[src/include/pmevs_params.svh]
// offsets, field positions, reset values and timing counts of the pm event status block
`ifndef PMEVS_PARAMS_SVH
`define PMEVS_PARAMS_SVH

// register byte offsets
`define PMEVS_STS_OFS 4'h0
`define PMEVS_EN_OFS 4'h4
`define PMEVS_CTL_OFS 4'h8
`define PMEVS_TMR_OFS 4'hc

// status / enable bit positions
`define PMEVS_BIT_TMR 0
`define PMEVS_BIT_GBL 5
`define PMEVS_BIT_BTN 8
`define PMEVS_BIT_OVR 11

// control bit positions
`define PMEVS_BIT_SCISEL 0
`define PMEVS_BIT_RLS 2

// implemented bits of status and enable
`define PMEVS_STS_MASK 16'h0921

// reset values
`define PMEVS_EN_RST 16'h0000
`define PMEVS_EN_AFTER_OVR 16'h0100
`define PMEVS_SCISEL_RST 1'b0

// timer
`define PMEVS_TMR_W 24
`define PMEVS_TMR_FLAG_BIT 22
`define PMEVS_TMR_DIV 5'h1c

// sleep state codes
`define PMEVS_S0 3'h0
`define PMEVS_S1 3'h1
`define PMEVS_S5 3'h5

// override hold time
`define PMEVS_CLK_HZ 64'd100000000
`define PMEVS_OVR_TIME_S 64'd4
`define PMEVS_OVR_CYCLES (`PMEVS_OVR_TIME_S * `PMEVS_CLK_HZ)

`endif

[src/include/pmevs_pkg.sv]
// types of the pm event status block
package pmevs_pkg;

	typedef enum logic [1:0] {
		PMEVS_OVR_IDLE = 2'b00,
		PMEVS_OVR_HELD = 2'b01,
		PMEVS_OVR_DONE = 2'b10
	} pmevs_ovr_state_t;

	typedef struct packed {
		logic ovr;
		logic btn;
		logic gbl;
		logic tmr;
	} pmevs_flags_t;

	typedef struct packed {
		logic read;
		logic write;
		logic [3:0] addr;
		logic [3:0] be;
		logic [31:0] wdata;
	} pmevs_avreq_t;

endpackage : pmevs_pkg

[src/hw/pmevs_top.sv]
// power management event status, lower half, with avalon-mm register slave
// Function
// - button flag survives reset-port hard reset
// - button assertion sets flag, no enable needed
// - long hold: clear press, set override, S5
// - after override only button wake enabled
// - button flag clears on write one
// - S0: flag and enable raise SCI/SMI
// - S1-S5: flag and enable raise wake
// - firmware attention sets attention flag
// - firmware release raises SCI and flag
// - timer bit 22 rising sets overflow
// - overflow period fixed by timer clock
// - enabled overflow raises SCI or SMI
// - overflow flag clears on write one
// - override flag sticky, forces S5, W1C
//
// Chosen here: the Avalon-MM interface to the registers and the register addresses.
`include "pmevs_params.svh"

module pmevs_top
	import pmevs_pkg::*;
#(
	parameter logic [31:0] OVR_CYCLES = 32'(`PMEVS_OVR_CYCLES)
) (
	input wire logic i_ref_clk, // 100 MHz clock
	input wire logic i_rst, // async reset, active high
	input wire logic i_hard_rst, // reset-port hard reset, sync
	input wire logic i_power_button_in_n, // power button, low = pressed
	input wire logic [2:0] i_sleep_state, // 0 = S0, 1..5 = S1..S5
	input wire logic [3:0] i_address, // avalon byte address
	input wire logic i_read, // avalon read
	input wire logic i_write, // avalon write
	input wire logic [3:0] i_byteenable, // avalon byte enables
	input wire logic [31:0] i_writedata, // avalon write data
	output logic [31:0] o_readdata, // avalon read data
	output logic o_waitrequest, // avalon waitrequest
	output logic o_sci, // SCI level
	output logic o_system_mgmt_irq_n, // SMI, low active
	output logic o_wake, // wake event level
	output logic o_s5_request, // one-cycle S5 transition pulse
	output logic o_irq // unmasked status pending
);

	pmevs_avreq_t req;
	wire pmevs_flags_t flags_reg;
	pmevs_ovr_state_t ovr_state_reg;
	pmevs_ovr_state_t ovr_state_next;
	logic wait_reg;
	logic [31:0] readdata_reg;
	logic [15:0] en_reg;
	logic [15:0] en_next;
	logic sci_sel_reg;
	logic sci_sel_next;
	logic [31:0] ovr_cnt_reg;
	logic [31:0] ovr_cnt_next;
	logic btn_prev_reg;
	logic [4:0] div_reg;
	logic [`PMEVS_TMR_W-1:0] tmr_reg;
	logic [`PMEVS_TMR_W-1:0] tmr_next;
	logic sci_reg;
	logic smi_n_reg;
	logic wake_reg;
	logic s5_reg;
	logic irq_reg;

	assign req.read = i_read;
	assign req.write = i_write;
	assign req.addr = i_address;
	assign req.be = i_byteenable;
	assign req.wdata = i_writedata;

	// bus decode: answer one cycle after request, commit on the acknowledged edge
	wire req_any = req.read | req.write;
	wire take = req_any & wait_reg;
	wire commit = req_any & ~wait_reg;
	wire sel_sts = req.addr == `PMEVS_STS_OFS;
	wire sel_en = req.addr == `PMEVS_EN_OFS;
	wire sel_ctl = req.addr == `PMEVS_CTL_OFS;
	wire sel_tmr = req.addr == `PMEVS_TMR_OFS;
	wire wr_lo = commit & req.write & req.be[0];
	wire wr_hi = commit & req.write & req.be[1];
	wire [15:0] wr_lane = {(wr_hi ? req.wdata[15:8] : 8'h00), (wr_lo ? req.wdata[7:0] : 8'h00)};
	wire [15:0] lane_mask = {{8{wr_hi}}, {8{wr_lo}}};

	// write-one-to-clear strobes, reserved positions masked off
	wire [15:0] w1c = wr_lane & `PMEVS_STS_MASK & {16{sel_sts}};
	wire clr_tmr = w1c[`PMEVS_BIT_TMR];
	wire clr_gbl = w1c[`PMEVS_BIT_GBL];
	wire clr_btn = w1c[`PMEVS_BIT_BTN];
	wire clr_ovr = w1c[`PMEVS_BIT_OVR];

	// firmware release strobe, self clearing
	wire rls = wr_lo & sel_ctl & req.wdata[`PMEVS_BIT_RLS];

	// power button assertion edge
	wire btn_fall = btn_prev_reg & ~i_power_button_in_n;

	// override: fires once the pin has been low longer than the hold time
	wire ovr_fire = (ovr_state_reg == PMEVS_OVR_HELD) & ~i_power_button_in_n & (ovr_cnt_reg == OVR_CYCLES);

	// timer tick and bit 22 rising edge
	wire tick = div_reg == (`PMEVS_TMR_DIV - 5'h01);
	wire tmr_rise = tick & ~tmr_reg[`PMEVS_TMR_FLAG_BIT] & tmr_next[`PMEVS_TMR_FLAG_BIT];

	assign tmr_next = tmr_reg + `PMEVS_TMR_W'(1);

	always_comb begin
		ovr_state_next = ovr_state_reg;
		ovr_cnt_next = ovr_cnt_reg;
		case (ovr_state_reg)
			PMEVS_OVR_IDLE: begin
				ovr_cnt_next = 32'h00000000;
				if (!i_power_button_in_n) begin
					ovr_state_next = PMEVS_OVR_HELD;
				end
			end
			PMEVS_OVR_HELD: begin
				if (i_power_button_in_n) begin
					ovr_state_next = PMEVS_OVR_IDLE;
				end else if (ovr_fire) begin
					ovr_state_next = PMEVS_OVR_DONE;
				end else begin
					ovr_cnt_next = ovr_cnt_reg + 32'h00000001;
				end
			end
			PMEVS_OVR_DONE: begin
				if (i_power_button_in_n) begin
					ovr_state_next = PMEVS_OVR_IDLE;
				end
			end
			default: begin
				ovr_state_next = PMEVS_OVR_IDLE;
			end
		endcase
	end

	// sticky flags: a set in the same cycle as a clear wins
	pmevs_sticky #(
		.W(1)
	) sticky_tmr_i (
		.i_ref_clk(i_ref_clk),
		.i_rst(i_rst),
		.i_set(tmr_rise),
		.i_clr(clr_tmr),
		.i_drop(i_hard_rst),
		.o_flag(flags_reg.tmr)
	);

	pmevs_sticky #(
		.W(1)
	) sticky_gbl_i (
		.i_ref_clk(i_ref_clk),
		.i_rst(i_rst),
		.i_set(rls),
		.i_clr(clr_gbl),
		.i_drop(i_hard_rst),
		.o_flag(flags_reg.gbl)
	);

	// button flag ignores the hard reset, only the override drops it
	pmevs_sticky #(
		.W(1)
	) sticky_btn_i (
		.i_ref_clk(i_ref_clk),
		.i_rst(i_rst),
		.i_set(btn_fall),
		.i_clr(clr_btn),
		.i_drop(ovr_fire),
		.o_flag(flags_reg.btn)
	);

	pmevs_sticky #(
		.W(1)
	) sticky_ovr_i (
		.i_ref_clk(i_ref_clk),
		.i_rst(i_rst),
		.i_set(ovr_fire),
		.i_clr(clr_ovr),
		.i_drop(1'b0),
		.o_flag(flags_reg.ovr)
	);

	// enable / mask register and routing select
	always_comb begin
		en_next = en_reg;
		sci_sel_next = sci_sel_reg;
		if (sel_en) begin
			en_next = (en_reg & ~lane_mask) | (wr_lane & lane_mask & `PMEVS_STS_MASK);
		end
		if (sel_ctl & wr_lo) begin
			sci_sel_next = req.wdata[`PMEVS_BIT_SCISEL];
		end
		if (ovr_fire) begin
			en_next = `PMEVS_EN_AFTER_OVR;
		end
		if (i_hard_rst) begin
			en_next = `PMEVS_EN_RST;
			sci_sel_next = `PMEVS_SCISEL_RST;
		end
	end

	// event routing
	wire in_s0 = i_sleep_state == `PMEVS_S0;
	wire sleeping = (i_sleep_state >= `PMEVS_S1) & (i_sleep_state <= `PMEVS_S5);
	wire pend_tmr = flags_reg.tmr & en_reg[`PMEVS_BIT_TMR];
	wire pend_btn = flags_reg.btn & en_reg[`PMEVS_BIT_BTN];
	wire sci_d = in_s0 & sci_sel_reg & (pend_tmr | pend_btn | flags_reg.gbl);
	wire smi_d = in_s0 & ~sci_sel_reg & (pend_tmr | pend_btn);
	wire wake_d = sleeping & pend_btn;

	wire [15:0] sts_view = {4'h0, flags_reg.ovr, 2'b00, flags_reg.btn, 2'b00,
		flags_reg.gbl, 4'h0, flags_reg.tmr};
	wire irq_d = |(sts_view & en_reg);

	wire [31:0] rd_mux = sel_sts ? {16'h0000, sts_view} :
		sel_en ? {16'h0000, en_reg} :
		sel_ctl ? {31'h00000000, sci_sel_reg} :
		sel_tmr ? {8'h00, tmr_reg} : 32'h00000000;

	always_ff @(posedge i_ref_clk or posedge i_rst) begin
		if (i_rst) begin
			wait_reg <= 1'b1;
			readdata_reg <= 32'h00000000;
		end else begin
			wait_reg <= ~take;
			if (take & req.read) begin
				readdata_reg <= rd_mux;
			end
		end
	end

	// override timing ignores the hard reset
	always_ff @(posedge i_ref_clk or posedge i_rst) begin
		if (i_rst) begin
			ovr_state_reg <= PMEVS_OVR_IDLE;
			ovr_cnt_reg <= 32'h00000000;
			btn_prev_reg <= 1'b1;
		end else begin
			ovr_state_reg <= ovr_state_next;
			ovr_cnt_reg <= ovr_cnt_next;
			btn_prev_reg <= i_power_button_in_n;
		end
	end

	always_ff @(posedge i_ref_clk or posedge i_rst) begin
		if (i_rst) begin
			en_reg <= `PMEVS_EN_RST;
			sci_sel_reg <= `PMEVS_SCISEL_RST;
		end else begin
			en_reg <= en_next;
			sci_sel_reg <= sci_sel_next;
		end
	end

	// free-running timer, ticking at the pm timer rate
	always_ff @(posedge i_ref_clk or posedge i_rst) begin
		if (i_rst) begin
			div_reg <= 5'h00;
			tmr_reg <= '0;
		end else if (i_hard_rst) begin
			div_reg <= 5'h00;
			tmr_reg <= '0;
		end else begin
			div_reg <= tick ? 5'h00 : div_reg + 5'h01;
			if (tick) begin
				tmr_reg <= tmr_next;
			end
		end
	end

	always_ff @(posedge i_ref_clk or posedge i_rst) begin
		if (i_rst) begin
			sci_reg <= 1'b0;
			smi_n_reg <= 1'b1;
			wake_reg <= 1'b0;
			s5_reg <= 1'b0;
			irq_reg <= 1'b0;
		end else begin
			sci_reg <= sci_d;
			smi_n_reg <= ~smi_d;
			wake_reg <= wake_d;
			s5_reg <= ovr_fire;
			irq_reg <= irq_d;
		end
	end

	assign o_readdata = readdata_reg;
	assign o_waitrequest = wait_reg;
	assign o_sci = sci_reg;
	assign o_system_mgmt_irq_n = smi_n_reg;
	assign o_wake = wake_reg;
	assign o_s5_request = s5_reg;
	assign o_irq = irq_reg;

endmodule : pmevs_top

// write-one-to-clear event flags: set beats clear, drop beats both
module pmevs_sticky
	import pmevs_pkg::*;
#(
	parameter int W = 1
) (
	input wire logic i_ref_clk, // clock
	input wire logic i_rst, // async reset, active high
	input wire logic [W-1:0] i_set, // hardware events
	input wire logic [W-1:0] i_clr, // software writes of one
	input wire logic i_drop, // forced clear by hardware
	output logic [W-1:0] o_flag // sticky flags
);

	logic [W-1:0] flag_reg;
	logic [W-1:0] flag_next;

	assign flag_next = ((flag_reg & ~i_clr) | i_set) & ~{W{i_drop}};

	always_ff @(posedge i_ref_clk or posedge i_rst) begin
		if (i_rst) begin
			flag_reg <= '0;
		end else begin
			flag_reg <= flag_next;
		end
	end

	assign o_flag = flag_reg;

endmodule : pmevs_sticky

[config.mk]
export PLATFORM = sky130hd
export DESIGN_NAME = pmevs_top
export DESIGN_NICKNAME = d
export VERILOG_FILES = /design/src/include/pmevs_pkg.sv /design/src/hw/pmevs_top.sv
export VERILOG_INCLUDE_DIRS = /design/src /design/src/include
export SDC_FILE = /design/constraint.sdc
export NUM_CORES = 1
export LEC_CHECK = 0
export BUFFER_PORTS_ARGS = -buffer_cell sky130_fd_sc_hd__buf_2
export CORE_MARGIN = 10
export CORE_UTILIZATION = 51
export DETAILED_ROUTE_END_ITERATION = 8
export GPL_ROUTABILITY_DRIVEN = 1
export GPL_TIMING_DRIVEN = 0
export PLACE_DENSITY = 0.73
export SLEW_MARGIN = 25
export SYNTH_ARGS = -nofsm -noshare
export SYNTH_HDL_FRONTEND = slang
export SYNTH_SLANG_ARGS = --single-unit
[constraint.sdc]
create_clock -name i_ref_clk -period 7.8 [get_ports i_ref_clk]
set_input_delay 0.78 -clock i_ref_clk [delete_from_list [all_inputs] [get_ports i_ref_clk]]
set_output_delay 0.78 -clock i_ref_clk [all_outputs]
set_load 0.005 [all_outputs]
# Word-level counts from Yosys, hierarchy flattened

Index checks and enable logic that the tools add are counted.

Register bits after elaboration: 123
Input port bits: 49
Output and inout port bits: 38
Logic and storage cells: 121

$add $sub $neg: 3
$lt $le $gt $ge: 2
Eq/ne operators: 12
Muxes and demuxes: 23
Bitwise gates (word level): 53
Reductions and logical operators: 10

Operators with widths:

| cell                  | count |
|---|---|
| $mux 24               | 6 |
| $mux 32               | 2 |
| $pmux 32 s2           | 1 |
| $mux 16               | 3 |
| $add 32x1->32 const B | 1 |
| $eq 32x29->1 const B  | 1 |
| $and 1x1->1           | 28 |
| $add 24x1->24 const B | 1 |
| $and 12x12->12        | 2 |
| $and 12x16->16        | 1 |
| $and 16x16->16        | 1 |
| $not 16->16           | 1 |
| $or 16x12->16         | 1 |
| $reduce_or 16->1      | 1 |
| $not 1->1             | 12 |
| $mux 5                | 2 |
| $eq 4x4->1 const B    | 2 |
| $mux 2                | 4 |
| $mux 8                | 1 |
| $ne 2x2->1 const B    | 4 |
| $or 1x1->1            | 7 |
| $pmux 2 s3            | 1 |
| $reduce_and 3->1      | 2 |
| $reduce_bool 2->1     | 3 |
| other kinds (14)      | 15 |

# Depth between registers and ports, before layout

Gate-level depths: netlist of the first run.

Word-level depth: 10
Mapped depth: 8
Depth with buffers taken out: 7

# Hierarchy

Synthesis of the first run repeated with hierarchy kept, for this count alone.

Cells, all modules: 540
Area, all modules: 5552.8 um^2

By module, submodules not included:

| module       | instances | cells an instance | area each (um^2) | seq. area each (um^2) |
|---|---|---|---|---|
| pmevs_top    | 1         | 520               | 5362.6           | 2781.4 |
| pmevs_sticky | 4         | 5                 | 47.5             | 25.0 |

# Worst setup path before layout of the first run

OpenSTA, ideal clock, no wires.

Path kind: input port to flip-flop
Start: in i_power_button_in_n
End: reg ovr_cnt_reg[21]
Library setup time: 132 ps
Data arrival time: 2108 ps
Data required time: 7668 ps
Path slack: 5560 ps
Stages on the path: 6
Path buffers: 1
Cell sequence: and2_1 -> clkbuf_1 -> or4_4 -> nor4_1 -> xnor2_1 -> nor2_1

Cells in the longest elaborated chain, start to end: 5
Elaborated cells between the ends (all ways): 6
Classes of those cells: 2 x eq/ne; 3 x bitwise; 1 x reduce/logical

Ends and longest elaborated chain:

| element                             | line             | source |
|---|---|---|
| start, declared                     | pmevs_top.sv:29  | `input wire logic i_power_button_in_n,` |
| $not 1->1                           | pmevs_top.sv:100 | `wire ovr_fire = (ovr_state_reg == PMEVS_OVR_HELD) & ~i_power_button_in_n & (ovr_cnt_reg == OVR_CYCLES);` |
| $and 1x1->1 (2 in series)           | pmevs_top.sv:100 |  |
| $ne 2x2->1 (no source line)         | n/a              |  |
| $reduce_and 3->1 (no source line) * | n/a              |  |
| end signal, assigned                | pmevs_top.sv:241 | `ovr_cnt_reg <= ovr_cnt_next;` |
| end, declared                       | pmevs_top.sv:55  | `logic [31:0] ovr_cnt_reg;` |

Mark *: on every way between the ends. The rest lies on a longest branch, timed or not.
A chain may end at the register's enable or synchronous reset.

# Final worst setup path of the first run

Start: reg ovr_cnt_reg[8]
End: reg sticky_btn_i.flag_reg, in the netlist sticky_btn_i.o_flag

Cells in the longest elaborated chain, start to end: 4

Ends and longest elaborated chain:

| element                          | line             | source |
|---|---|---|
| $eq 32x29->1                     | pmevs_top.sv:100 |  |
| $and 1x1->1                      | pmevs_top.sv:100 |  |
| named net ovr_fire               | pmevs_top.sv:100 |  |
| $not 1->1                        | pmevs_top.sv:315 | `assign flag_next = ((flag_reg & ~i_clr) \| i_set) & ~{W{i_drop}};` |
| $and 1x1->1                      | pmevs_top.sv:315 |  |
| named net sticky_btn_i.flag_next | pmevs_top.sv:313 | `logic [W-1:0] flag_next;` |
| end signal, assigned             | pmevs_top.sv:321 | `flag_reg <= flag_next;` |
| end, declared                    | pmevs_top.sv:312 | `logic [W-1:0] flag_reg;` |

The timed path passes the listed nets, and every way through them passes these cells.

==> impl_results.rst, run 1 <==
.. list-table::
   :header-rows: 1

   * - Metric
     - Value
   * - Fraction of the core area covered by cells at the end of the flow
     - 62.8%
   * - Rel. slew slack
     - 36.7%
   * - Proportion of netlist area held by the largest area contributor
     - 51.9%
   * - Area grow syn2layout
     - 20.1%
   * - Clock-pin slew on the worst setup and hold paths
     - 0.06 ns
   * - Overall global routing resource usage
     - 17.9%
   * - Count of filler cells inserted in the layout
     - 845
   * - Setup tns final
     - 0 ns
   * - Clock insertion delay at the later pin of the skew report
     - 0.52 ns
   * - Met3 wirelength from detailed routing
     - 556 um
   * - Combinational family with the most area after synthesis
     - simple AND/OR/NAND/NOR gates
   * - Setup Crit Path Kind
     - flip-flop to flip-flop
   * - Horizontal die dimension
     - 123 um
   * - Met2 wire length
     - 6490 um
   * - Post-synth top area cell
     - sky130_fd_sc_hd__dfrtp_1
   * - Fraction of layout instances using a drive strength above 1
     - 16.2%
   * - Outcome
     - finished, final reports clean
   * - Number of buffers added on ports
     - 48
   * - Worst setup EP type
     - flip-flop
   * - Synthesis-stage register bit count
     - 115
   * - Clock tree from TritonCTS
     - done
   * - Critical Path Max Stage Delay
     - 0.72 ns
   * - Part of the power in the clock network
     - 54.7%
   * - Number of CTS-inserted buffers
     - 17
   * - Number of synthesized flops with an enable pin
     - 0
   * - Endpoint of the worst-slack reg-to-reg timing path
     - sticky_btn_i.o_flag$_DFF_PP0_
   * - Leading cell types in the layout, fill and taps excluded
     - 112 x sky130_fd_sc_hd__dfrtp_1, 70 x sky130_fd_sc_hd__nor2_1, 69 x sky130_fd_sc_hd__nand2_1
   * - Type of the tightest min-delay check
     - primary input to async pin
   * - Wire length on met1
     - 5420 um
   * - Count of TritonRoute iterations in the first routing pass
     - 5
   * - Post-Syn Area per Cell
     - 9.84 um2
   * - CP Data Required Time
     - 8.19 ns
   * - Upper clock frequency limit
     - 403 MHz
   * - H-tree depth reported by CTS
     - 4
   * - Cell variety after synth
     - 50
   * - Starting density of the core
     - 52.3%
   * - Xor and xnor fraction of the mapped netlist area
     - 8.59%
   * - PD cells
     - 226 nW/um2
   * - Reg-to-reg startpoint
     - ovr_cnt_reg[8]$_DFFE_PP0P_
   * - Highest-delay cell along the critical path
     - sky130_fd_sc_hd__nor4_1
   * - Routed wire per std cell
     - 16.5 um
   * - Post-CTS Hold Fix Bufs
     - 0
   * - Flip-flop count of the largest register, all copies and words added
     - 32
   * - Storage cell area
     - 2880 um2
   * - Cell Area, Synth
     - 5400 um2
   * - Depth of the worst register-to-register path
     - 6
   * - Number of global-route vias before repair
     - 4352
   * - Total count of max-transition violations in the final report
     - 0
   * - Fraction of the yosys area taken by sequential cells
     - 53.3%
   * - Antenna violations before repair
     - 0
   * - Post-CTS Setup Bufs
     - 0
   * - Leading cell types by total area after synthesis
     - sky130_fd_sc_hd__dfrtp_1 52%, sky130_fd_sc_hd__xor2_1 6.3%, sky130_fd_sc_hd__nor2_1 4.9%, sky130_fd_sc_hd__nand2_1 4.8%, sky130_fd_sc_hd__nand4_1 3.2%
   * - Max cap viols
     - 0
   * - Switching share of power
     - 21.1%
   * - Final Hold Viols
     - 0
   * - R2R Setup Slk
     - 5.32 ns
   * - Iteration-0 DRC count of the detailed router
     - 415
   * - Synth Area in Adders
     - 0.927%
   * - Arrival time at the worst endpoint
     - 2.88 ns
   * - Cell chosen for the clock root
     - sky130_fd_sc_hd__clkbuf_8
   * - Worst-Margin Slew
     - 0.941 ns
   * - Clock Path Buffers
     - 2
   * - Y dimension of the die
     - 123 um
   * - Logic gate share of total power
     - 4.0%
   * - Worst Skew
     - 0.00827 ns
   * - Number of antenna-violating nets in the routed design
     - 0
   * - Async set or reset register ratio after synthesis
     - 100%
   * - Primary FF master, synth
     - sky130_fd_sc_hd__dfrtp_1
   * - Syn Inst Count
     - 549
   * - Top routing layer used
     - met4
   * - Critical Path Fanout Max
     - 7
   * - Weighted congestion reported at the end of routability-driven placement
     - 0.886
   * - Share of the synthesized area in compound gates (AO/OA/AOI/OAI)
     - 6.81%
   * - Cell leakage power
     - 2.98 nW
   * - DRC
     - 0
   * - Count of vias placed by the detailed router
     - 4281
   * - Clock Sinks
     - 115
   * - Most common cell after layout, fill and taps aside
     - sky130_fd_sc_hd__dfrtp_1
   * - Net total in the final layout
     - 677
   * - Setup repair after global routing missed its margin
     - false
   * - I/O pin total
     - 87
   * - Critical Path Source
     - ovr_cnt_reg[8]$_DFFE_PP0P_
   * - Net switching power
     - 0.309 mW
   * - Maximum resistive drop on vdd
     - 0.000184 V
   * - Final critical-path required period
     - 2.48 ns
   * - Standard-cell row count
     - 37
   * - Mux contribution to synthesized area
     - 2.46%
   * - Global-route congestion overflow total
     - 0
   * - Total area of multi-input combinational cells
     - 2360 um2
   * - Resized cells post-CTS
     - 0
   * - Wire length of the first global-routing pass
     - 21300 um
   * - Startpoint kind of the worst setup timing path
     - flip-flop
   * - Final setup violation count
     - 0
   * - Final cycle utilization of the critical path
     - 31.8%
   * - Power share of the sequential group
     - 41.3%
   * - CP cell instances
     - clkbuf_1, nor4b_1, nand4_1, nor4_1, nor3b_1, nor2_1
   * - Total die area
     - 15100 um2
   * - Placeable Area
     - 10300 um2
   * - Synthesis warning total
     - 0
   * - DR vias/cell
     - 5.55
   * - Total half-perimeter wirelength after legalization and detailed placement
     - 8900 um
   * - Routed wire length
     - 12700 um
   * - Final antenna diode count
     - 0
   * - Internal power summed over all cells
     - 1.16 mW
   * - Simple-gate share of the synthesized area
     - 24.3%
   * - Pin count of the biggest net entering global routing
     - 74
==> worst max-delay path, delay by kind of cell, from the launching register on <==
kind / cells / cell delay (ns)
AND/OR/NAND/NOR: 5 / 1.83
buffers and inverters: 1 / 0.17
flip-flops: 1 / 0.35
==> stage by stage <==
stage                     power (mW)  hold WS [ns]  cell area [um2]  worst slack [ns]  cells
after CTS                       1.48         0.269             6480              5.33    772
after global placement         0.671         0.452             5840              2.78    740
after global routing            1.52         0.285             6480              5.10    772
after detailed placement       0.674         0.466             5870              4.98    741
after floorplan                0.652         0.438             5430              3.98    556
final                           1.47         0.268             6480              5.32    772
==> cells in the mapped netlist (11+ instances only) <==
library cell / number
sky130_fd_sc_hd__xnor2_1: 14
sky130_fd_sc_hd__clkbuf_1: 17
sky130_fd_sc_hd__and2_1: 14
sky130_fd_sc_hd__nand4_1: 28
sky130_fd_sc_hd__inv_1: 11
sky130_fd_sc_hd__nor2_1: 70
sky130_fd_sc_hd__mux2i_1: 11
sky130_fd_sc_hd__xor2_1: 39
sky130_fd_sc_hd__nand3_1: 22
sky130_fd_sc_hd__dfrtp_1: 112
sky130_fd_sc_hd__and3_1: 12
sky130_fd_sc_hd__nor3_1: 16
sky130_fd_sc_hd__o21ai_0: 28
sky130_fd_sc_hd__nand2_1: 69
==> cells by family (layout without fill, tap and decap cells) <==
family	count (synthesis)	count (layout)
other	1	8
and+or+nand+nor	266	266
xor gates and xnor gates	53	53
muxes	12	12
DFF	115	115
adders and majority gates	4	4
AOI/OAI and AO/OA	57	57
buffers and inverters	41	121
==> per-layer routing <==
layer	vias to the layer above	track usage, %
met5	-	0
met4	0	7.36
met3	25	5.06
met2	97	30.2
met1	2120	21.0
li1	2039	-
==> worst max path at each step <==
stage / slack, ns / end / cells past startpoint
after floorplan: 3.98 / div_reg[0]$_DFF_PP0_ / 1
after global placement: 2.78 / tmr_reg[23]$_DFFE_PP0P_ / 2
after detailed placement: 4.98 / o_readdata[2]$_DFFE_PP0P_ / 7
after CTS: 5.33 / en_reg[15]$_DFFE_PP0P_ / 7
after global routing: 5.10 / sticky_btn_i.o_flag$_DFF_PP0_ / 6
final: 5.32 / sticky_btn_i.o_flag$_DFF_PP0_ / 6
==> power by group through the flow <==
| stage | clock network, mW | registers, mW | logic, mW |
|---|---|---|---|
| after floorplan | 0 | 0.615 | 0.0369 |
| after global placement | 0 | 0.616 | 0.0554 |
| after detailed placement | 0 | 0.616 | 0.0585 |
| after CTS | 0.814 | 0.605 | 0.0592 |
| after global routing | 0.845 | 0.606 | 0.0663 |
| final | 0.804 | 0.606 | 0.0587 |
==> final cells by class <==
cell class	instances	share of cell area [%]
inverter	11	0.714
sequential	115	44.4
buffer	30	2.26
clock inverter	10	2.39
multi-input combinational	400	36.4
tap	136	2.62
clock buffer	21	7.08
timing repair buffer	49	4.13
No activity file was read; power rests on OpenSTA's default activity.
==> inputs of run 2 (changes only) <==
PLACE_DENSITY = 0.76   (was 0.73)
clock period = 2 ns   (was 7.8 ns; I/O delays follow)
==> run 2 against run 1 <==
  * The run now ends with negative setup slack left
  * Largest cell class unchanged
  * Non-clock buffer count rose by 28
  * Hold slack got worse by 0.23 ns
  * Highest routed layer unchanged
  * Largest power group unchanged
  * Clock skew rose by 0.0065 ns
==> impl_results.rst, run 2 (same netlist as run 1, synthesis figures left out) <==
.. list-table::
   :header-rows: 1

   * - Metric
     - Value
   * - Outcome
     - finished, violations left (was finished, final reports clean)
   * - Failing checks
     - negative setup slack
   * - Flip-flop count of the largest register, all copies and words added
     - 32 (unchanged)
   * - Overall power of the completed layout
     - 5.51 mW (was 1.47 mW)
   * - Type of the tightest min-delay check
     - primary input to flip-flop (was primary input to async pin)
   * - Design area
     - 6900 um2 (was 6480 um2)
   * - Count of placed standard cells including taps
     - 743 (was 741)
   * - Reg-to-reg startpoint
     - ovr_cnt_reg[1]$_DFFE_PP0P_ (was ovr_cnt_reg[8]$_DFFE_PP0P_)
   * - I/O pin total
     - 87 (unchanged)
   * - Final critical-path required period
     - 2.18 ns (was 2.48 ns)
   * - Critical Path Fanout Max
     - 6 (was 7)
   * - Number of antenna-violating nets in the routed design
     - 0 (unchanged)
   * - Maximum resistive drop on vdd
     - 0.000432 V (was 0.000184 V)
   * - Hold Crit Start
     - i_writedata[8]
   * - Routed wire length
     - 14100 um (was 12700 um)
   * - Area grow syn2layout
     - 27.8% (was 20.1%)
   * - Clock-pin slew on the worst setup and hold paths
     - 0.05 ns (was 0.06 ns)
   * - Weighted congestion reported at the end of routability-driven placement
     - 0.922 (was 0.886)
   * - DRC
     - 0 (unchanged)
   * - Global-route congestion overflow total
     - 0 (unchanged)
   * - Number of standard cells in the final layout excluding fillers
     - 801 (was 772)
   * - Logic gate share of total power
     - 5.4% (was 4.0%)
   * - Clock Path Buffers
     - 2 (unchanged)
   * - Final cycle utilization of the critical path
     - 109% (was 31.8%)
   * - Final antenna diode count
     - 0 (unchanged)
   * - Antenna violations before repair
     - 0 (unchanged)
   * - Placed cell areas
     - 5910 um2 (was 5870 um2)
   * - Worst-Margin Slew
     - 0.776 ns (was 0.941 ns)
   * - Net switching power
     - 1.24 mW (was 0.309 mW)
   * - Endpoint, Worst Hold
     - en_reg[8]$_DFFE_PP0P_
   * - Final Hold Viols
     - 0 (unchanged)
   * - Starting density of the core
     - 52.3% (unchanged)
   * - Max cap viols
     - 0 (unchanged)
   * - Rel. slew slack
     - 47.8% (was 36.7%)
   * - Pin count of the biggest net entering global routing
     - 34 (was 74)
   * - Startpoint kind of the worst setup timing path
     - flip-flop (unchanged)
   * - Fraction of layout instances using a drive strength above 1
     - 24.1% (was 16.2%)
   * - Final setup violation count
     - 19 (was 0)
   * - Number of buffers added on ports
     - 48 (unchanged)
   * - Worst setup EP type
     - flip-flop (unchanged)
   * - Cell leakage power
     - 3.19 nW (was 2.98 nW)
   * - Clock insertion delay at the later pin of the skew report
     - 0.53 ns (was 0.52 ns)
   * - Routed wire per std cell
     - 17.7 um (was 16.5 um)
   * - Wire length of the first global-routing pass
     - 23000 um (was 21300 um)
   * - Endpoint of the worst-slack reg-to-reg timing path
     - en_reg[14]$_DFFE_PP0P_ (was sticky_btn_i.o_flag$_DFF_PP0_)
   * - Clock tree from TritonCTS
     - done (unchanged)
   * - Cell chosen for the clock root
     - sky130_fd_sc_hd__clkbuf_8 (unchanged)
   * - Setup repair after global routing missed its margin
     - true (was false)
   * - Setup Crit Path Kind
     - flip-flop to flip-flop (unchanged)
   * - Leading cell types in the layout, fill and taps excluded
     - 110 x sky130_fd_sc_hd__dfrtp_1, 68 x sky130_fd_sc_hd__nand2_1, 67 x sky130_fd_sc_hd__nor2_1 (was 112 x sky130_fd_sc_hd__dfrtp_1, 70 x sky130_fd_sc_hd__nor2_1, 69 x sky130_fd_sc_hd__nand2_1)
   * - Upper clock frequency limit
     - 459 MHz (was 403 MHz)
   * - Hold path depth
     - 3
   * - Net total in the final layout
     - 705 (was 677)
   * - Placeable Area
     - 10300 um2 (unchanged)
   * - Slack of the critical path
     - -0.180 ns (was 5.32 ns)
   * - Standard-cell row count
     - 37 (unchanged)
   * - DR vias/cell
     - 5.71 (was 5.55)
   * - Internal power summed over all cells
     - 4.28 mW (was 1.16 mW)
   * - Total half-perimeter wirelength after legalization and detailed placement
     - 9450 um (was 8900 um)
   * - Count of TritonRoute iterations in the first routing pass
     - 6 (was 5)
   * - Part of the power in the clock network
     - 51.8% (was 54.7%)
   * - PD cells
     - 799 nW/um2 (was 226 nW/um2)
   * - Total die area
     - 15100 um2 (unchanged)
   * - Arrival time at the worst endpoint
     - 2.60 ns (was 2.88 ns)
   * - Y dimension of the die
     - 123 um (unchanged)
   * - Power share of the sequential group
     - 42.8% (was 41.3%)
   * - Clock Sinks
     - 115 (unchanged)
   * - Horizontal die dimension
     - 123 um (unchanged)
   * - R2R Setup Slk
     - -0.18 ns (was 5.32 ns)
   * - CP Data Required Time
     - 2.42 ns (was 8.19 ns)
   * - Number of global-route vias before repair
     - 4662 (was 4352)
   * - Overall global routing resource usage
     - 19.1% (was 17.9%)
   * - Worst-case hold slack
     - 0.0400 ns (was 0.268 ns)
   * - Iteration-0 DRC count of the detailed router
     - 525 (was 415)
   * - Count of vias placed by the detailed router
     - 4574 (was 4281)
   * - Worst Skew
     - 0.0147 ns (was 0.00827 ns)
   * - Depth of the worst register-to-register path
     - 8 (was 6)
   * - H-tree depth reported by CTS
     - 4 (unchanged)
   * - Number of CTS-inserted buffers
     - 17 (unchanged)
   * - Total count of max-transition violations in the final report
     - 0 (unchanged)
   * - Switching share of power
     - 22.4% (was 21.1%)
   * - Most common cell after layout, fill and taps aside
     - sky130_fd_sc_hd__dfrtp_1 (unchanged)
run 2: final cells by class:
cell class / instances / area [um2]
fill: 794 / 3420
sequential: 115 / 2880
multi-input combinational: 400 / 2550
timing repair buffer: 80 / 551
clock buffer: 21 / 449
tap: 136 / 170
buffer: 27 / 144
clock inverter: 11 / 111
inverter: 11 / 45.0
run 2: worst max-delay path by stage:
stage / start / endpoint / slack, ns / depth (start not counted)
final: ovr_cnt_reg[1]$_DFFE_PP0P_ / en_reg[14]$_DFFE_PP0P_ / -0.18 / 8
after global routing: ovr_cnt_reg[0]$_DFFE_PP0P_ / en_reg[14]$_DFFE_PP0P_ / -0.25 / 8
after CTS: ovr_cnt_reg[0]$_DFFE_PP0P_ / en_reg[10]$_DFFE_PP0P_ / -0.28 / 8
after detailed placement: ovr_cnt_reg[0]$_DFFE_PP0P_ / en_reg[10]$_DFFE_PP0P_ / -0.42 / 7
after global placement: ovr_cnt_reg[0]$_DFFE_PP0P_ / en_reg[10]$_DFFE_PP0P_ / -0.37 / 7
after floorplan: ovr_cnt_reg[0]$_DFFE_PP0P_ / en_reg[10]$_DFFE_PP0P_ / -0.15 / 7
run 2: per-stage QoR:
| stage | utilization [%] | setup TNS, ns | setup WS, ns |
|---|---|---|---|
| after CTS | 64.8 | -6.80 | -0.277 |
| after detailed placement | 57.3 | -13.06 | -0.419 |
| after global placement | 56.7 | -41.17 | -0.372 |
| final | 66.9 | -2.59 | -0.180 |
| after floorplan | - | -1.56 | -0.147 |
| after global routing | 66.9 | -4.13 | -0.247 |
run 2: what timing repair did:
item / 4_1_cts / 5_1_grt
hold endpoints to repair: 34 / 0
endpoints found under the setup margin: 52 / 49
pin swaps: 4 / 17
hold buffers: 11 / 0
gates cloned: 0 / 1
resized for setup: 16 / 37
buffers inserted: 6 / 11
run 2: critical path, stage by stage, from the launching register on:
cell and delay [ns]:
sky130_fd_sc_hd__dfrtp_1 0.39, sky130_fd_sc_hd__inv_2 0.07, sky130_fd_sc_hd__ha_4 0.12, sky130_fd_sc_hd__or4b_4 0.47, sky130_fd_sc_hd__or3_4 0.40, sky130_fd_sc_hd__o41ai_4 0.22
sky130_fd_sc_hd__buf_6 0.17, sky130_fd_sc_hd__nor2_4 0.07, sky130_fd_sc_hd__and2_4 0.16
run 2: power by group through the flow:
stage	clock [mW]	combinational [mW]	sequential, mW
finish	2.86	0.297	2.36
global route	3.01	0.329	2.36
CTS	2.88	0.280	2.36
detailed placement	0	0.243	2.40
global placement	0	0.223	2.40
floorplan	0	0.147	2.40
run 2: per-layer routing:
metal,share of wire [%],vias to the layer above,wire (um),global-route usage [%]
met4,1.9,0,275,6.70
met2,53,163,7490,33.1
met5,0,-,0,0
li1,-,2093,-,-
met1,40,2288,5620,22.6
met3,5.4,30,759,4.83
==> inputs of run 3 (changes only) <==
MAX_ROUTING_LAYER = met4   (was default)
==> run 3 against run 2 <==
  * The flow still finishes with violations (negative setup slack)
  * Non-clock buffer count up 3
  * Total power down 2.3%
  * Final area up 0.45%
  * Sequential cell count unchanged
  * Combinational power about the same
  * Critical path type unchanged
==> impl_results.rst, run 3 (same netlist as run 1, synthesis figures left out) <==
.. list-table::
   :header-rows: 1

   * - Metric
     - Value
   * - Outcome
     - finished, violations left (unchanged)
   * - Failing checks
     - negative setup slack (unchanged)
   * - Final antenna diode count
     - 0 (unchanged)
   * - Clock insertion delay at the later pin of the skew report
     - 0.53 ns (about the same)
   * - Setup Crit Path Kind
     - flip-flop to flip-flop (unchanged)
   * - Critical Path Fanout Max
     - 6 (unchanged)
   * - Total half-perimeter wirelength after legalization and detailed placement
     - 9380 um (was 9450 um)
   * - Most common cell after layout, fill and taps aside
     - sky130_fd_sc_hd__dfrtp_1 (unchanged)
   * - Upper clock frequency limit
     - 463 MHz (was 459 MHz)
   * - H-tree depth reported by CTS
     - 4 (unchanged)
   * - Number of global-route vias before repair
     - 4702 (was 4662)
   * - Critical Path Source
     - ovr_cnt_reg[0]$_DFFE_PP0P_ (was ovr_cnt_reg[1]$_DFFE_PP0P_)
   * - Number of CTS-inserted buffers
     - 17 (unchanged)
   * - Clock tree from TritonCTS
     - done (unchanged)
   * - Power share of the sequential group
     - 43.8% (was 42.8%)
   * - Maximum resistive drop on vdd
     - 0.000568 V (was 0.000432 V)
   * - Logic gate share of total power
     - 5.6% (was 5.4%)
   * - Internal power summed over all cells
     - 4.18 mW (was 4.28 mW)
   * - Area grow syn2layout
     - 28.4% (was 27.8%)
   * - Hold Crit Start
     - i_byteenable[0] (was i_writedata[8])
   * - Final Hold Viols
     - 0 (unchanged)
   * - Placeable Area
     - 10300 um2 (unchanged)
   * - Number of antenna-violating nets in the routed design
     - 0 (unchanged)
   * - Net total in the final layout
     - 708 (was 705)
   * - Total count of max-transition violations in the final report
     - 0 (unchanged)
   * - Horizontal die dimension
     - 123 um (unchanged)
   * - Starting density of the core
     - 52.3% (unchanged)
   * - Count of vias placed by the detailed router
     - 4552 (was 4574)
   * - Clock Path Buffers
     - 2 (unchanged)
   * - Overall global routing resource usage
     - 19.6% (was 19.1%)
   * - Final critical-path required period
     - 2.16 ns (was 2.18 ns)
   * - Worst-case hold slack
     - 0.0412 ns (was 0.0400 ns)
   * - Total die area
     - 15100 um2 (unchanged)
   * - Setup repair after global routing missed its margin
     - true (unchanged)
   * - Part of the power in the clock network
     - 50.6% (was 51.8%)
   * - Cell leakage power
     - 3.19 nW (about the same)
   * - Startpoint kind of the worst setup timing path
     - flip-flop (unchanged)
   * - Worst setup EP type
     - flip-flop (unchanged)
   * - Arrival time at the worst endpoint
     - 2.58 ns (was 2.60 ns)
   * - I/O pin total
     - 87 (unchanged)
   * - CP Data Required Time
     - 2.42 ns (about the same)
   * - Place WS
     - -0.412 ns (was -0.419 ns)
   * - Pin count of the biggest net entering global routing
     - 34 (unchanged)
   * - Count of filler cells inserted in the layout
     - 780 (was 794)
   * - Clock-pin slew on the worst setup and hold paths
     - 0.06 ns (was 0.05 ns)
   * - Fraction of layout instances using a drive strength above 1
     - 24.0% (was 24.1%)
   * - Routed wire length
     - 14000 um (was 14100 um)
   * - Count of TritonRoute iterations in the first routing pass
     - 5 (was 6)
   * - Worst-Margin Slew
     - 0.821 ns (was 0.776 ns)
   * - Flip-flop count of the largest register, all copies and words added
     - 32 (unchanged)
   * - Y dimension of the die
     - 123 um (unchanged)
   * - Rel. slew slack
     - 44.8% (was 47.8%)
   * - Standard-cell row count
     - 37 (unchanged)
   * - Number of buffers added on ports
     - 48 (unchanged)
   * - Routed wire per std cell
     - 17.5 um (was 17.7 um)
   * - Worst Skew
     - 0.00924 ns (was 0.0147 ns)
   * - Wire length of the first global-routing pass
     - 22700 um (was 23000 um)
   * - Iteration-0 DRC count of the detailed router
     - 435 (was 525)
   * - Type of the tightest min-delay check
     - primary input to flip-flop (unchanged)
   * - DR vias/cell
     - 5.68 (was 5.71)
   * - Switching share of power
     - 22.4% (about the same)
   * - Weighted congestion reported at the end of routability-driven placement
     - 0.944 (was 0.922)
   * - Placed cell areas
     - 5910 um2 (unchanged)
   * - Leading cell types in the layout, fill and taps excluded
     - 110 x sky130_fd_sc_hd__dfrtp_1, 69 x sky130_fd_sc_hd__nand2_1, 67 x sky130_fd_sc_hd__nor2_1 (was 110 x sky130_fd_sc_hd__dfrtp_1, 68 x sky130_fd_sc_hd__nand2_1, 67 x sky130_fd_sc_hd__nor2_1)
   * - Clock Sinks
     - 115 (unchanged)
   * - Max cap viols
     - 0 (unchanged)
   * - Global-route congestion overflow total
     - 0 (unchanged)
   * - PD cells
     - 777 nW/um2 (was 799 nW/um2)
   * - Slack of the critical path
     - -0.160 ns (was -0.180 ns)
   * - Design area
     - 6930 um2 (was 6900 um2)
   * - Final setup violation count
     - 16 (was 19)
   * - Antenna violations before repair
     - 0 (unchanged)
   * - Net switching power
     - 1.21 mW (was 1.24 mW)
   * - Final cycle utilization of the critical path
     - 108% (was 109%)
   * - Cell chosen for the clock root
     - sky130_fd_sc_hd__clkbuf_8 (unchanged)
   * - DRC
     - 0 (unchanged)
   * - Reg-to-reg startpoint
     - ovr_cnt_reg[0]$_DFFE_PP0P_ (was ovr_cnt_reg[1]$_DFFE_PP0P_)
-- run 3: cell count changes in the layout (fill, tap and decap cells not counted), sizes merged --
cell,change
buf,+2
bufinv,-1
clkbuf,+4
clkinv,-5
dlygate4sd3,+1
-- run 3: final cells by class --
cell class / count / area, um2 / share of cell area (%)
flip-flops and latches: 115 / 2880 / 41.6
multi-input cells: 400 / 2580 / 37.3
repair buffers: 83 / 579 / 8.35
clock buffers: 25 / 474 / 6.84
well taps: 136 / 170 / 2.45
plain buffers: 27 / 144 / 2.08
clock inverters: 5 / 52.6 / 0.758
inverters: 11 / 45.0 / 0.650
-- run 3: final timing paths --
kind / slack [ns] / endpoint / cells after the start
worst max-delay path: -0.16 / en_reg[12]$_DFFE_PP0P_ / 8
worst min-delay path: 0.04 / sticky_tmr_i.o_flag$_DFF_PP0_ / 3
worst max register to register: -0.16 / en_reg[12]$_DFFE_PP0P_ / 8
worst min register to register: 0.48 / o_readdata[12]$_DFFE_PP0P_ / 2
max in group asynchronous: 0.88 / o_waitrequest$_DFF_PP1_ / 5
min in group asynchronous: 0.28 / ovr_cnt_reg[23]$_DFFE_PP0P_ / 3
-- run 3: worst max-delay path: stages, from the launching register on --
cell and delay (ns):
sky130_fd_sc_hd__dfrtp_2 0.40, sky130_fd_sc_hd__inv_2 0.07, sky130_fd_sc_hd__ha_4 0.12, sky130_fd_sc_hd__or4b_4 0.47
sky130_fd_sc_hd__or3_4 0.36, sky130_fd_sc_hd__o41ai_4 0.22, sky130_fd_sc_hd__buf_6 0.18, sky130_fd_sc_hd__nor2_4 0.06
sky130_fd_sc_hd__and2_4 0.15
-- run 3: repair_timing --
item	in CTS	in global routing
resized for setup	23	36
hold buffers	12	0
hold endpoints to repair	34	0
endpoints found under the setup margin	52	49
pin swaps	6	11
setup buffers	8	11
cloned	0	1
-- run 3: metal layers --
metal,vias up,part of all wire (%),track usage [%]
met2,142,52,32.6
li1,2105,-,-
met5,-,0,-
met4,0,2.0,7.51
met1,2277,41,22.3
met3,28,4.3,4.97
-- run 3: per-stage QoR --
stage	setup TNS, ns	utilization [%]	total power, mW	instances
5_1_grt	-2.98	67.2	5.55	802
3_5_place_dp	-13.17	57.3	2.65	743
6_report	-2.13	67.2	5.39	802
4_1_cts	-5.15	65.1	5.39	792
3_3_place_gp	-42.64	56.7	2.62	740
2_1_floorplan	-1.56	-	2.55	556
-- run 3: power by group through the flow --
stage | Sequential, mW | Clock, mW | Combinational, mW
2_1_floorplan | 2.40 | 0 | 0.147
3_3_place_gp | 2.40 | 0 | 0.224
3_5_place_dp | 2.40 | 0 | 0.244
4_1_cts | 2.36 | 2.74 | 0.288
5_1_grt | 2.36 | 2.86 | 0.332
6_report | 2.36 | 2.73 | 0.299
